File: config.mk
export PLATFORM = sky130hd
export DESIGN_NAME = port_ab_alternate_function_mux
export DESIGN_NICKNAME = d
export VERILOG_FILES = /design/src/hdl/port_mux_pkg.sv /design/src/hdl/pad_sync.sv /design/src/hdl/pin_override_cell.sv /design/src/hdl/port_ab_alternate_function_mux.sv
export SDC_FILE = /design/constraint.sdc
export NUM_CORES = 1
export LEC_CHECK = 0
export BUFFER_PORTS_ARGS = -buffer_cell sky130_fd_sc_hd__buf_2
export CAP_MARGIN = 20
export CORE_AREA = 4 4 117 119
export DETAILED_ROUTE_END_ITERATION = 6
export DIE_AREA = 0 0 121 123
export PLACE_DENSITY = 0.78
export SYNTH_ARGS = -nofsm -noshare
export SYNTH_HDL_FRONTEND = slang
export SYNTH_SLANG_ARGS = --single-unit
File: constraint.sdc
create_clock -name aclk -period 1.8 [get_ports aclk]
set_clock_uncertainty 0.05 [all_clocks]
set_input_delay 0.18 -clock aclk [delete_from_list [all_inputs] [get_ports aclk]]
set_output_delay 0.18 -clock aclk [all_outputs]
set_load 0.01 [all_outputs]
File: src/hdl/port_mux_pkg.sv
package port_mux_pkg;

	// Register byte offsets on the bus
	localparam logic [7:0] OFS_MCU_CONTROL = 8'h00;
	localparam logic [7:0] OFS_PORT_A_DIR  = 8'h04;
	localparam logic [7:0] OFS_PORT_A_OUT  = 8'h08;
	localparam logic [7:0] OFS_PORT_A_PIN  = 8'h0C;
	localparam logic [7:0] OFS_PORT_B_DIR  = 8'h10;
	localparam logic [7:0] OFS_PORT_B_OUT  = 8'h14;
	localparam logic [7:0] OFS_PORT_B_PIN  = 8'h18;
	localparam logic [7:0] OFS_PULLUP_STAT = 8'h1C;

	// Control register field positions
	localparam int BIT_DEBUG_PORT_DISABLE  = 7;
	localparam int BIT_GLOBAL_PULLUP_DIS   = 4;
	localparam int BIT_VECTOR_TABLE_SELECT = 1;
	localparam int BIT_VECTOR_CHANGE_EN    = 0;

	// Writable bits of the control register; the rest read zero
	localparam logic [7:0] MCU_CONTROL_WMASK = 8'h93;

	// Reset values
	localparam logic [7:0] RST_MCU_CONTROL = 8'h00;
	localparam logic [7:0] RST_PORT_DIR    = 8'h00;
	localparam logic [7:0] RST_PORT_OUT    = 8'h00;

	// Bus responses
	localparam logic [1:0] RESP_OKAY   = 2'h0;
	localparam logic [1:0] RESP_SLVERR = 2'h2;

	// Synchroniser depth for pad inputs
	localparam int SYNC_STAGES = 2;

endpackage

File: src/hdl/pad_sync.sv
`timescale 1ns/1ns
// Two-flop synchroniser for a group of pad inputs
module pad_sync #(
	parameter int WIDTH = 8
) (
	input  wire logic             aclk,     // System clock
	input  wire logic             aresetn,  // Synchronous reset, active low
	input  wire logic [WIDTH-1:0] pad_in,   // Asynchronous pad levels
	output logic      [WIDTH-1:0] sync_out  // Levels safe to use
);

	logic [WIDTH-1:0] meta;                 // First stage, read by second only

	// First stage catches the raw pad
	always_ff @(posedge aclk) begin
		if (!aresetn) begin
			meta <= '0;
		end else begin
			meta <= pad_in;
		end
	end

	// Second stage settles metastability
	always_ff @(posedge aclk) begin
		if (!aresetn) begin
			sync_out <= '0;
		end else begin
			sync_out <= meta;
		end
	end

endmodule

File: src/hdl/pin_override_cell.sv
`timescale 1ns/1ns
// Generic override cell for one pad: peripheral overrides win over port bits
module pin_override_cell (
	input  wire logic pin_direction_bit,      // Port direction bit
	input  wire logic pin_output_bit,         // Port output bit
	input  wire logic global_pullup_disable,  // Shared pull-up kill
	input  wire logic pullup_override_en,     // Peripheral owns pull-up
	input  wire logic pullup_override_val,    // Pull-up value when owned
	input  wire logic direction_override_en,  // Peripheral owns direction
	input  wire logic direction_override_val, // Direction when owned
	input  wire logic value_override_en,      // Peripheral owns value
	input  wire logic value_override_val,     // Value when owned
	output logic      drive_en,               // Output driver enable
	output logic      drive_val,              // Driven level
	output logic      pullup_en               // Pull-up enable
);

	// Direction falls back to the port bit when not overridden
	assign drive_en = direction_override_en ? direction_override_val
		: pin_direction_bit;

	// Value falls back to the port bit when not overridden
	assign drive_val = value_override_en ? value_override_val
		: pin_output_bit;

	// Default pull-up: input, bit high, pull-ups allowed
	assign pullup_en = pullup_override_en ? pullup_override_val
		: (!pin_direction_bit && pin_output_bit && !global_pullup_disable);

endmodule

File: src/hdl/port_ab_alternate_function_mux.sv
`timescale 1ns/1ns
// Pin mux for ports A and B with an AXI4-Lite register slave
module port_ab_alternate_function_mux (
	input  wire logic       aclk,                // System clock, 50 MHz
	input  wire logic       aresetn,             // Synchronous reset, active low
	// AXI4-Lite slave
	input  wire logic [7:0] awaddr,              // Write address
	input  wire logic       awvalid,             // Write address valid
	output logic            awready,             // Write address ready
	input  wire logic [31:0] wdata,              // Write data
	input  wire logic [3:0] wstrb,               // Write strobes
	input  wire logic       wvalid,              // Write data valid
	output logic            wready,              // Write data ready
	output logic [1:0]      bresp,               // Write response
	output logic            bvalid,              // Write response valid
	input  wire logic       bready,              // Write response ready
	input  wire logic [7:0] araddr,              // Read address
	input  wire logic       arvalid,             // Read address valid
	output logic            arready,             // Read address ready
	output logic [31:0]     rdata,               // Read data
	output logic [1:0]      rresp,               // Read response
	output logic            rvalid,              // Read data valid
	input  wire logic       rready,              // Read data ready
	// External memory interface
	input  wire logic       ext_mem_enable,      // Interface owns port A
	input  wire logic       xmem_addr_phase,     // Address being driven
	input  wire logic       xmem_write_strobe,   // Write strobe active
	input  wire logic [7:0] xmem_addr_lo,        // Low address byte
	input  wire logic [7:0] xmem_wdata,          // Write data byte
	output logic [7:0]      xmem_rdata,          // Data read from pads
	output logic            address_phase_active,// Address on the bus
	// Timer compare outputs
	input  wire logic       timer0_cmp_a_en,     // Timer 0 A owns PB7
	input  wire logic       timer0_cmp_a_out,    // Timer 0 A waveform
	input  wire logic       timer1_cmp_c_en,     // Timer 1 C owns PB7
	input  wire logic       timer1_cmp_c_out,    // Timer 1 C waveform
	input  wire logic       timer1_cmp_b_en,     // Timer 1 B owns PB6
	input  wire logic       timer1_cmp_b_out,    // Timer 1 B waveform
	input  wire logic       timer1_cmp_a_en,     // Timer 1 A owns PB5
	input  wire logic       timer1_cmp_a_out,    // Timer 1 A waveform
	input  wire logic       timer2_cmp_a_en,     // Timer 2 A owns PB4
	input  wire logic       timer2_cmp_a_out,    // Timer 2 A waveform
	// SPI
	input  wire logic       spi_enable_bit,      // SPI enabled
	input  wire logic       spi_master_select,   // SPI is master
	input  wire logic       spi_slave_out,       // Slave data to MISO
	input  wire logic       spi_master_out,      // Master data to MOSI
	input  wire logic       spi_sck_out,         // Master clock to SCK
	output logic            spi_master_in,       // MISO level
	output logic            spi_slave_in,        // MOSI level
	output logic            spi_sck_in,          // SCK level
	output logic            spi_select_in,       // SS level
	// Pads
	input  wire logic [7:0] port_a_pad_in,       // Port A pad levels
	output logic [7:0]      port_a_pad_out,      // Port A driven levels
	output logic [7:0]      port_a_pad_oe,       // Port A driver enables
	output logic [7:0]      port_a_pullup,       // Port A pull-up enables
	input  wire logic [7:0] port_b_pad_in,       // Port B pad levels
	output logic [7:0]      port_b_pad_out,      // Port B driven levels
	output logic [7:0]      port_b_pad_oe,       // Port B driver enables
	output logic [7:0]      port_b_pullup,       // Port B pull-up enables
	output logic            debug_port_disable,  // Control bit 7
	output logic            vector_table_select, // Control bit 1
	output logic            vector_change_enable // Control bit 0
);

	////////////////////////////////////////////////////////////////////////
	// Register state

	logic [7:0] mcu_control;       // Control register
	logic [7:0] port_a_dir;        // Port A direction bits
	logic [7:0] port_a_out;        // Port A output bits
	logic [7:0] port_b_dir;        // Port B direction bits
	logic [7:0] port_b_out;        // Port B output bits
	logic [7:0] port_a_sync;       // Port A pads after synchroniser
	logic [7:0] port_b_sync;       // Port B pads after synchroniser
	logic       global_pullup_disable; // Shared pull-up kill

	assign global_pullup_disable = mcu_control[port_mux_pkg::BIT_GLOBAL_PULLUP_DIS];

	////////////////////////////////////////////////////////////////////////
	// Bus slave: write side holds address and data until both are in

	logic       aw_held;           // Write address captured
	logic       w_held;            // Write data captured
	logic [7:0] aw_addr_q;         // Captured write address
	logic [7:0] w_data_q;          // Captured low data byte
	logic       w_lane0_q;         // Low byte lane enabled
	logic       do_write;          // Both halves present, commit now
	logic       wr_hit;            // Write address is mapped

	assign do_write = aw_held && w_held && !bvalid;

	// Address ready drops once taken, returns after the response
	always_ff @(posedge aclk) begin
		if (!aresetn) begin
			awready <= 1'h0;
		end else begin
			awready <= !(awvalid && awready) && !aw_held && !bvalid;
		end
	end

	// Data ready follows the same pattern
	always_ff @(posedge aclk) begin
		if (!aresetn) begin
			wready <= 1'h0;
		end else begin
			wready <= !(wvalid && wready) && !w_held && !bvalid;
		end
	end

	// Capture the write address, in either order with data
	always_ff @(posedge aclk) begin
		if (!aresetn) begin
			aw_held   <= 1'h0;
			aw_addr_q <= 8'h00;
		end else if (awvalid && awready) begin
			aw_held   <= 1'h1;
			aw_addr_q <= awaddr;
		end else if (do_write) begin
			aw_held   <= 1'h0;
		end
	end

	// Capture the write data; only the low lane carries register bits
	always_ff @(posedge aclk) begin
		if (!aresetn) begin
			w_held    <= 1'h0;
			w_data_q  <= 8'h00;
			w_lane0_q <= 1'h0;
		end else if (wvalid && wready) begin
			w_held    <= 1'h1;
			w_data_q  <= wdata[7:0];
			w_lane0_q <= wstrb[0];
		end else if (do_write) begin
			w_held    <= 1'h0;
		end
	end

	// Decode of the captured write address
	always_comb begin
		unique case ({aw_addr_q[7:2], 2'h0})
			port_mux_pkg::OFS_MCU_CONTROL,
			port_mux_pkg::OFS_PORT_A_DIR,
			port_mux_pkg::OFS_PORT_A_OUT,
			port_mux_pkg::OFS_PORT_A_PIN,
			port_mux_pkg::OFS_PORT_B_DIR,
			port_mux_pkg::OFS_PORT_B_OUT,
			port_mux_pkg::OFS_PORT_B_PIN,
			port_mux_pkg::OFS_PULLUP_STAT: wr_hit = 1'h1;
			default:                       wr_hit = 1'h0;
		endcase
	end

	// Response one cycle after both halves are held
	always_ff @(posedge aclk) begin
		if (!aresetn) begin
			bvalid <= 1'h0;
			bresp  <= port_mux_pkg::RESP_OKAY;
		end else if (do_write) begin
			bvalid <= 1'h1;
			bresp  <= wr_hit ? port_mux_pkg::RESP_OKAY : port_mux_pkg::RESP_SLVERR;
		end else if (bvalid && bready) begin
			bvalid <= 1'h0;
		end
	end

	////////////////////////////////////////////////////////////////////////
	// Writable registers; read-only ones silently ignore writes

	logic wr_en;                   // Commit with low lane enabled
	assign wr_en = do_write && w_lane0_q;

	// Control register: reserved bits stay zero
	always_ff @(posedge aclk) begin
		if (!aresetn) begin
			mcu_control <= port_mux_pkg::RST_MCU_CONTROL;
		end else if (wr_en && aw_addr_q[7:2] == port_mux_pkg::OFS_MCU_CONTROL[7:2]) begin
			mcu_control <= w_data_q & port_mux_pkg::MCU_CONTROL_WMASK;
		end
	end

	// Port A direction and output bits
	always_ff @(posedge aclk) begin
		if (!aresetn) begin
			port_a_dir <= port_mux_pkg::RST_PORT_DIR;
			port_a_out <= port_mux_pkg::RST_PORT_OUT;
		end else if (wr_en) begin
			if (aw_addr_q[7:2] == port_mux_pkg::OFS_PORT_A_DIR[7:2]) begin
				port_a_dir <= w_data_q;
			end
			if (aw_addr_q[7:2] == port_mux_pkg::OFS_PORT_A_OUT[7:2]) begin
				port_a_out <= w_data_q;
			end
		end
	end

	// Port B direction and output bits
	always_ff @(posedge aclk) begin
		if (!aresetn) begin
			port_b_dir <= port_mux_pkg::RST_PORT_DIR;
			port_b_out <= port_mux_pkg::RST_PORT_OUT;
		end else if (wr_en) begin
			if (aw_addr_q[7:2] == port_mux_pkg::OFS_PORT_B_DIR[7:2]) begin
				port_b_dir <= w_data_q;
			end
			if (aw_addr_q[7:2] == port_mux_pkg::OFS_PORT_B_OUT[7:2]) begin
				port_b_out <= w_data_q;
			end
		end
	end

	// Control bits that leave the block
	always_ff @(posedge aclk) begin
		if (!aresetn) begin
			debug_port_disable   <= 1'h0;
			vector_table_select  <= 1'h0;
			vector_change_enable <= 1'h0;
		end else begin
			debug_port_disable   <= mcu_control[port_mux_pkg::BIT_DEBUG_PORT_DISABLE];
			vector_table_select  <= mcu_control[port_mux_pkg::BIT_VECTOR_TABLE_SELECT];
			vector_change_enable <= mcu_control[port_mux_pkg::BIT_VECTOR_CHANGE_EN];
		end
	end

	////////////////////////////////////////////////////////////////////////
	// Bus slave: read side answers on the edge after the address

	logic [31:0] next_rdata;       // Read mux result
	logic        rd_hit;           // Read address is mapped

	// Read mux; status shows the pull-ups actually applied
	always_comb begin
		next_rdata = 32'h0000_0000;
		rd_hit     = 1'h1;
		unique case ({araddr[7:2], 2'h0})
			port_mux_pkg::OFS_MCU_CONTROL: next_rdata[7:0]  = mcu_control;
			port_mux_pkg::OFS_PORT_A_DIR:  next_rdata[7:0]  = port_a_dir;
			port_mux_pkg::OFS_PORT_A_OUT:  next_rdata[7:0]  = port_a_out;
			port_mux_pkg::OFS_PORT_A_PIN:  next_rdata[7:0]  = port_a_sync;
			port_mux_pkg::OFS_PORT_B_DIR:  next_rdata[7:0]  = port_b_dir;
			port_mux_pkg::OFS_PORT_B_OUT:  next_rdata[7:0]  = port_b_out;
			port_mux_pkg::OFS_PORT_B_PIN:  next_rdata[7:0]  = port_b_sync;
			port_mux_pkg::OFS_PULLUP_STAT: next_rdata[15:0] = {port_b_pullup, port_a_pullup};
			default:                       rd_hit           = 1'h0;
		endcase
	end

	// Address ready drops while a read answer is pending
	always_ff @(posedge aclk) begin
		if (!aresetn) begin
			arready <= 1'h0;
		end else begin
			arready <= !(arvalid && arready) && !rvalid;
		end
	end

	// Read data and response
	always_ff @(posedge aclk) begin
		if (!aresetn) begin
			rvalid <= 1'h0;
			rdata  <= 32'h0000_0000;
			rresp  <= port_mux_pkg::RESP_OKAY;
		end else if (arvalid && arready) begin
			rvalid <= 1'h1;
			rdata  <= next_rdata;
			rresp  <= rd_hit ? port_mux_pkg::RESP_OKAY : port_mux_pkg::RESP_SLVERR;
		end else if (rvalid && rready) begin
			rvalid <= 1'h0;
		end
	end

	////////////////////////////////////////////////////////////////////////
	// Pad input synchronisers

	pad_sync #(.WIDTH(8)) u_sync_a (
		.aclk     (aclk),
		.aresetn  (aresetn),
		.pad_in   (port_a_pad_in),
		.sync_out (port_a_sync)
	);

	pad_sync #(.WIDTH(8)) u_sync_b (
		.aclk     (aclk),
		.aresetn  (aresetn),
		.pad_in   (port_b_pad_in),
		.sync_out (port_b_sync)
	);

	////////////////////////////////////////////////////////////////////////
	// Port A overrides from the external memory interface

	logic       xmem_drive;        // Address or write phase
	logic [7:0] pa_pullup_override_en;           // Pull-up override enables
	logic [7:0] pa_direction_override_val;           // Direction override values
	logic [7:0] pa_value_override_val;           // Value override values

	assign xmem_drive = xmem_addr_phase || xmem_write_strobe;
	// Idle bus: pull-ups forced off so the pads float to the bus
	assign pa_pullup_override_en = {8{ext_mem_enable && !xmem_drive}};
	assign pa_direction_override_val = {8{xmem_drive}};
	assign pa_value_override_val = (xmem_addr_lo & {8{xmem_addr_phase}})
		| (xmem_wdata & {8{xmem_write_strobe}});

	////////////////////////////////////////////////////////////////////////
	// Port B overrides from timers and SPI

	logic       spi_as_master;     // SPI enabled as master
	logic       spi_as_slave;      // SPI enabled as slave
	logic [7:0] pb_pullup_override_en;           // Pull-up override enables
	logic [7:0] pb_value_override_en;           // Value override enables
	logic [7:0] pb_value_override_val;           // Value override values

	assign spi_as_master = spi_enable_bit && spi_master_select;
	assign spi_as_slave  = spi_enable_bit && !spi_master_select;

	// Forced inputs: MISO as master, the other three as slave
	assign pb_pullup_override_en = {4'h0, spi_as_master, {3{spi_as_slave}}};

	// Timer outputs need the direction bit, so only value is overridden
	assign pb_value_override_en = {timer0_cmp_a_en || timer1_cmp_c_en,
		timer1_cmp_b_en,
		timer1_cmp_a_en,
		timer2_cmp_a_en,
		spi_as_slave, spi_as_master, spi_as_master, 1'h0};

	// Both PB7 sources enabled merge by OR
	assign pb_value_override_val = {(timer0_cmp_a_en && timer0_cmp_a_out)
			|| (timer1_cmp_c_en && timer1_cmp_c_out),
		timer1_cmp_b_out,
		timer1_cmp_a_out,
		timer2_cmp_a_out,
		spi_slave_out, spi_master_out, spi_sck_out, 1'h0};

	////////////////////////////////////////////////////////////////////////
	// Per-pin override cells

	logic [7:0] pa_oe;             // Port A driver enable
	logic [7:0] pa_val;            // Port A driven level
	logic [7:0] pa_pu;             // Port A pull-up
	logic [7:0] pb_oe;             // Port B driver enable
	logic [7:0] pb_val;            // Port B driven level
	logic [7:0] pb_pu;             // Port B pull-up

	// One cell per pin of each port
	for (genvar i = 0; i < 8; i++) begin : g_pin
		pin_override_cell u_cell_a (
			.pin_direction_bit      (port_a_dir[i]),
			.pin_output_bit         (port_a_out[i]),
			.global_pullup_disable  (global_pullup_disable),
			.pullup_override_en     (pa_pullup_override_en[i]),
			.pullup_override_val    (1'h0),
			.direction_override_en  (ext_mem_enable),
			.direction_override_val (pa_direction_override_val[i]),
			.value_override_en      (ext_mem_enable),
			.value_override_val     (pa_value_override_val[i]),
			.drive_en               (pa_oe[i]),
			.drive_val              (pa_val[i]),
			.pullup_en              (pa_pu[i])
		);

		// Forced SPI inputs keep port-bit pull-up control
		pin_override_cell u_cell_b (
			.pin_direction_bit      (port_b_dir[i]),
			.pin_output_bit         (port_b_out[i]),
			.global_pullup_disable  (global_pullup_disable),
			.pullup_override_en     (pb_pullup_override_en[i]),
			.pullup_override_val    (port_b_out[i] && !global_pullup_disable),
			.direction_override_en  (pb_pullup_override_en[i]),
			.direction_override_val (1'h0),
			.value_override_en      (pb_value_override_en[i]),
			.value_override_val     (pb_value_override_val[i]),
			.drive_en               (pb_oe[i]),
			.drive_val              (pb_val[i]),
			.pullup_en              (pb_pu[i])
		);
	end

	////////////////////////////////////////////////////////////////////////
	// Registered pad controls; pull-ups released while a pin drives, except port A pins driven by the memory interface

	// Port A pad registers
	always_ff @(posedge aclk) begin
		if (!aresetn) begin
			port_a_pad_oe  <= 8'h00;
			port_a_pad_out <= 8'h00;
			port_a_pullup  <= 8'h00;
		end else begin
			port_a_pad_oe  <= pa_oe;
			port_a_pad_out <= pa_val;
			port_a_pullup  <= pa_pu;
		end
	end

	// Port B pad registers
	always_ff @(posedge aclk) begin
		if (!aresetn) begin
			port_b_pad_oe  <= 8'h00;
			port_b_pad_out <= 8'h00;
			port_b_pullup  <= 8'h00;
		end else begin
			port_b_pad_oe  <= pb_oe;
			port_b_pad_out <= pb_val;
			port_b_pullup  <= pb_pu;
		end
	end

	// Address-phase flag exists only while the interface owns port A
	always_ff @(posedge aclk) begin
		if (!aresetn) begin
			address_phase_active <= 1'h0;
		end else begin
			address_phase_active <= ext_mem_enable && xmem_addr_phase;
		end
	end

	// Pad levels handed to the peripherals
	always_ff @(posedge aclk) begin
		if (!aresetn) begin
			xmem_rdata    <= 8'h00;
			spi_master_in <= 1'h0;
			spi_slave_in  <= 1'h0;
			spi_sck_in    <= 1'h0;
			spi_select_in <= 1'h0;
		end else begin
			xmem_rdata    <= port_a_sync;
			spi_master_in <= port_b_sync[3];
			spi_slave_in  <= port_b_sync[2];
			spi_sck_in    <= port_b_sync[1];
			spi_select_in <= port_b_sync[0];
		end
	end

endmodule

==> flow_summary.yaml <==
cts:
  htree_levels: 4
  cts_setup_buffers: 0
  clockBufferDepth: 2
  clk_pin_slew_ns: 0.06
  ctsRootBufferMaster: "clkbuf_16"
  cts_tree: "done"
  cts_buffers: 17
  worstSkewPairLatency_ns: 0.41
  cts.sinks: 172
placed_design:
  place_hpwl_mm: 11.3
  dp.cells: 903
  place_area_um2: 7090
  place.gp.congestion: 0.841
  io_buffers: 164
die:
  io_pins: 214
  dieArea_um2: 14900
  die_w_um: 121
  core_area_um2: 12600
  die_y_um: 123
  initial_core_util: 0.494
  num_rows: 41
finish:
  final_area_um2: 8140
  layout_common_cells: "dfxtp_1, buf_2, nand2_1"
  fillers: 969
  fin_cells: 975
  layout-drive-gt1-share: 0.272
  nNetsFinal: 898
  area_growth_pct: 31.1
  final_common_cell: "dfxtp_1"
global_routing:
  grt_pass1_vias: 4740
  grt_overflow: 0
  grtUsageTotal: 0.206
  grt_pass1_wl_mm: 23.9
  antenna_found_initial: 0
  grt_max_degree: 44
timing:
  max_freq_ghz: 0.602
  setup_viol: 0
  maxSlewViolCount: 0
  grt_setup_unrepaired: "no"
  period_minus_slack_ns: 1.66
  finalHoldViolCount: 0
  finalCritPeriodShare: 0.922
  slew_headroom: 0.604
  worst_pin_slew_ns: 0.594
  fin_setup_tns_ns: 0
drt:
  routed_via_density: 5.04
  routed_wirelength_mm: 15.4
  via_count: 4912
  drcViolationCount: 0
  drt_iter0_markers: 246
  wl_per_cell_um: 15.8
  final_antenna_net_count: 0
  dr.pass1.iters: 5
setup_path:
  critPathMaxFanout: 8
  path_class: "reg -> reg"
  cpLargestDelayFamily: "simple AND/OR/NAND/NOR gates"
  critPathArrivalTime_ns: 1.95
  cp-start-kind: "flop"
  worstPathRequired_ns: 2.09
  critPathMaxStageDelay_ns: 0.40
  path_buf_inv: 0
  critPathSlowestCell: "and3b_1"
  end_kind: "flop"
  crit_chain: "and3b_1, nand3b_1, nor2_4, mux2i_1"
pwr:
  p_per_area_nw_per_um2: 1040
  vdd.ir_drop.worst_uv: 639
  power_leakage_nw: 3.67
synthesis:
  synth_flop_cell: "dfxtp_1"
  synth-edff-count: 0
  synth_area_um2: 6210
  synth_area_leaders: "dfxtp_1, and2_1, mux2i_1"
  syn_area_per_cell_um2: 10.5
  synthCells: 593
  async_flop_share: 0
  synth_largest_area_cell: "dfxtp_1"
  synth_seq_cells: 172
  seq_area_frac_synth: 0.555
  netlist.area_leader.share: 0.555
  yosys.cell_types.count: 50
  ys.warnings.count: 0
hold_path:
  holdCritPathClass: "in -> reg"
job:
  drv_cap: 0
run_status:
  outcome: "completed"
-- area by class of cell --
cell class,instances,area [um2],share of cell area
clock buffer,18,439,0.0539
antenna,1,2.50,0.000307
inverter,6,22.5,0.00277
timing repair buffer,212,1290,0.159
multi-input combinational,380,2510,0.308
sequential,172,3440,0.423
clock inverter,14,215,0.0264
tap,172,215,0.0264
-- routing by layer --
| layer | vias up | share of wire | track usage | routed length [um] |
|---|---|---|---|---|
| met5 | - | 0 | 0 | 0 |
| met1 | 2254 | 0.40 | 0.244 | 6210 |
| li1 | 2397 | - | - | - |
| met2 | 221 | 0.49 | 0.354 | 7590 |
| met3 | 40 | 0.070 | 0.0462 | 1090 |
| met4 | 0 | 0.033 | 0.101 | 508 |
-- where the power goes --
| group | switching, W | internal [W] |
|---|---|---|
| clock | 0.00148 | 0.00251 |
| combinational | 0.000270 | 0.000256 |
| sequential | 0.0000497 | 0.00390 |
| total | 0.00180 | 0.00667 |
-- sequential cells by signal, indices dropped and copies added (netlist names), 4 cells and up --
signal	cells
port_b_out	8
port_b_pullup	8
port_b_dir	8
u_sync_b.sync_out	8
port_a_out	8
port_a_dir	8
w_data_q	8
u_sync_a.meta	8
u_sync_b.meta	8
port_a_pad_oe	8
xmem_rdata	8
port_b_pad_oe	8
port_a_pullup	8
u_sync_a.sync_out	8
rdata	16
aw_addr_q	6
port_a_pad_out	8
port_b_pad_out	8
mcu_control	4
-- synth_stat cells (2+ instances only) --
master	n
dfxtp_1	172
nand2_1	66
and2_1	51
mux2i_1	31
nor2_1	28
o21ai_0	22
a21boi_0	21
buf_4	21
nand3_1	21
nor3b_1	21
nor2b_1	19
clkbuf_1	18
a22o_1	10
and3_1	10
buf_2	9
a221oi_1	8
a21oi_1	6
mux4_1	6
inv_1	5
a221o_1	4
nand2b_1	4
a22oi_1	3
clkbuf_2	3
mux2_2	3
mux4_2	3
and3b_1	2
nand3b_1	2
nand4b_1	2
-- cells by family (layout without fill, tap and decap cells) --
kind of cell	after synthesis	in the layout	share of synthesized area
mux	43	43	0.0917
buf+inv	58	250	0.0514
compound gates	82	82	0.0943
other cells	1	19	0.000604
simple gates	237	237	0.207
flops	172	172	0.555
-- repair_timing --
action | CTS | global route
hold buffers | 39 | 0
endpoints found under the hold margin | 36 | 0
gates resized for setup | 0 | 0
-- per-stage QoR --
| stage | power, W | setup WS, ns | hold WS (ns) | util |
|---|---|---|---|---|
| finish | 0.00846 | 0.140 | 0.0190 | 0.648 |
| global placement | 0.00448 | 0.162 | 0.337 | 0.564 |
| detailed placement | 0.00450 | 0.151 | 0.338 | 0.564 |
| global route | 0.00874 | 0.0206 | 0.0223 | 0.648 |
| floorplan | 0.00433 | 0.353 | 0.257 | - |
| CTS | 0.00851 | 0.133 | 0.00542 | 0.648 |
-- worst register-to-register path: cells and delay by family, from the launching register on --
family / cells / cell delay [ns]
DFF: 1 / 0.36
muxes: 1 / 0.25
and+or+nand+nor: 3 / 0.92
-- final timing paths --
check,cells after the start,from,slack (ns),end
setup reg to reg,4,bvalid,0.14,port_a_dir[7]
setup / recovery,4,bvalid,0.14,port_a_dir[7]
hold reg to reg,1,u_sync_a.meta[1],0.38,u_sync_a.sync_out[1]
hold / removal,3,spi_master_out,0.02,port_b_pad_out[2]
Power figures use the tool's default switching activity.
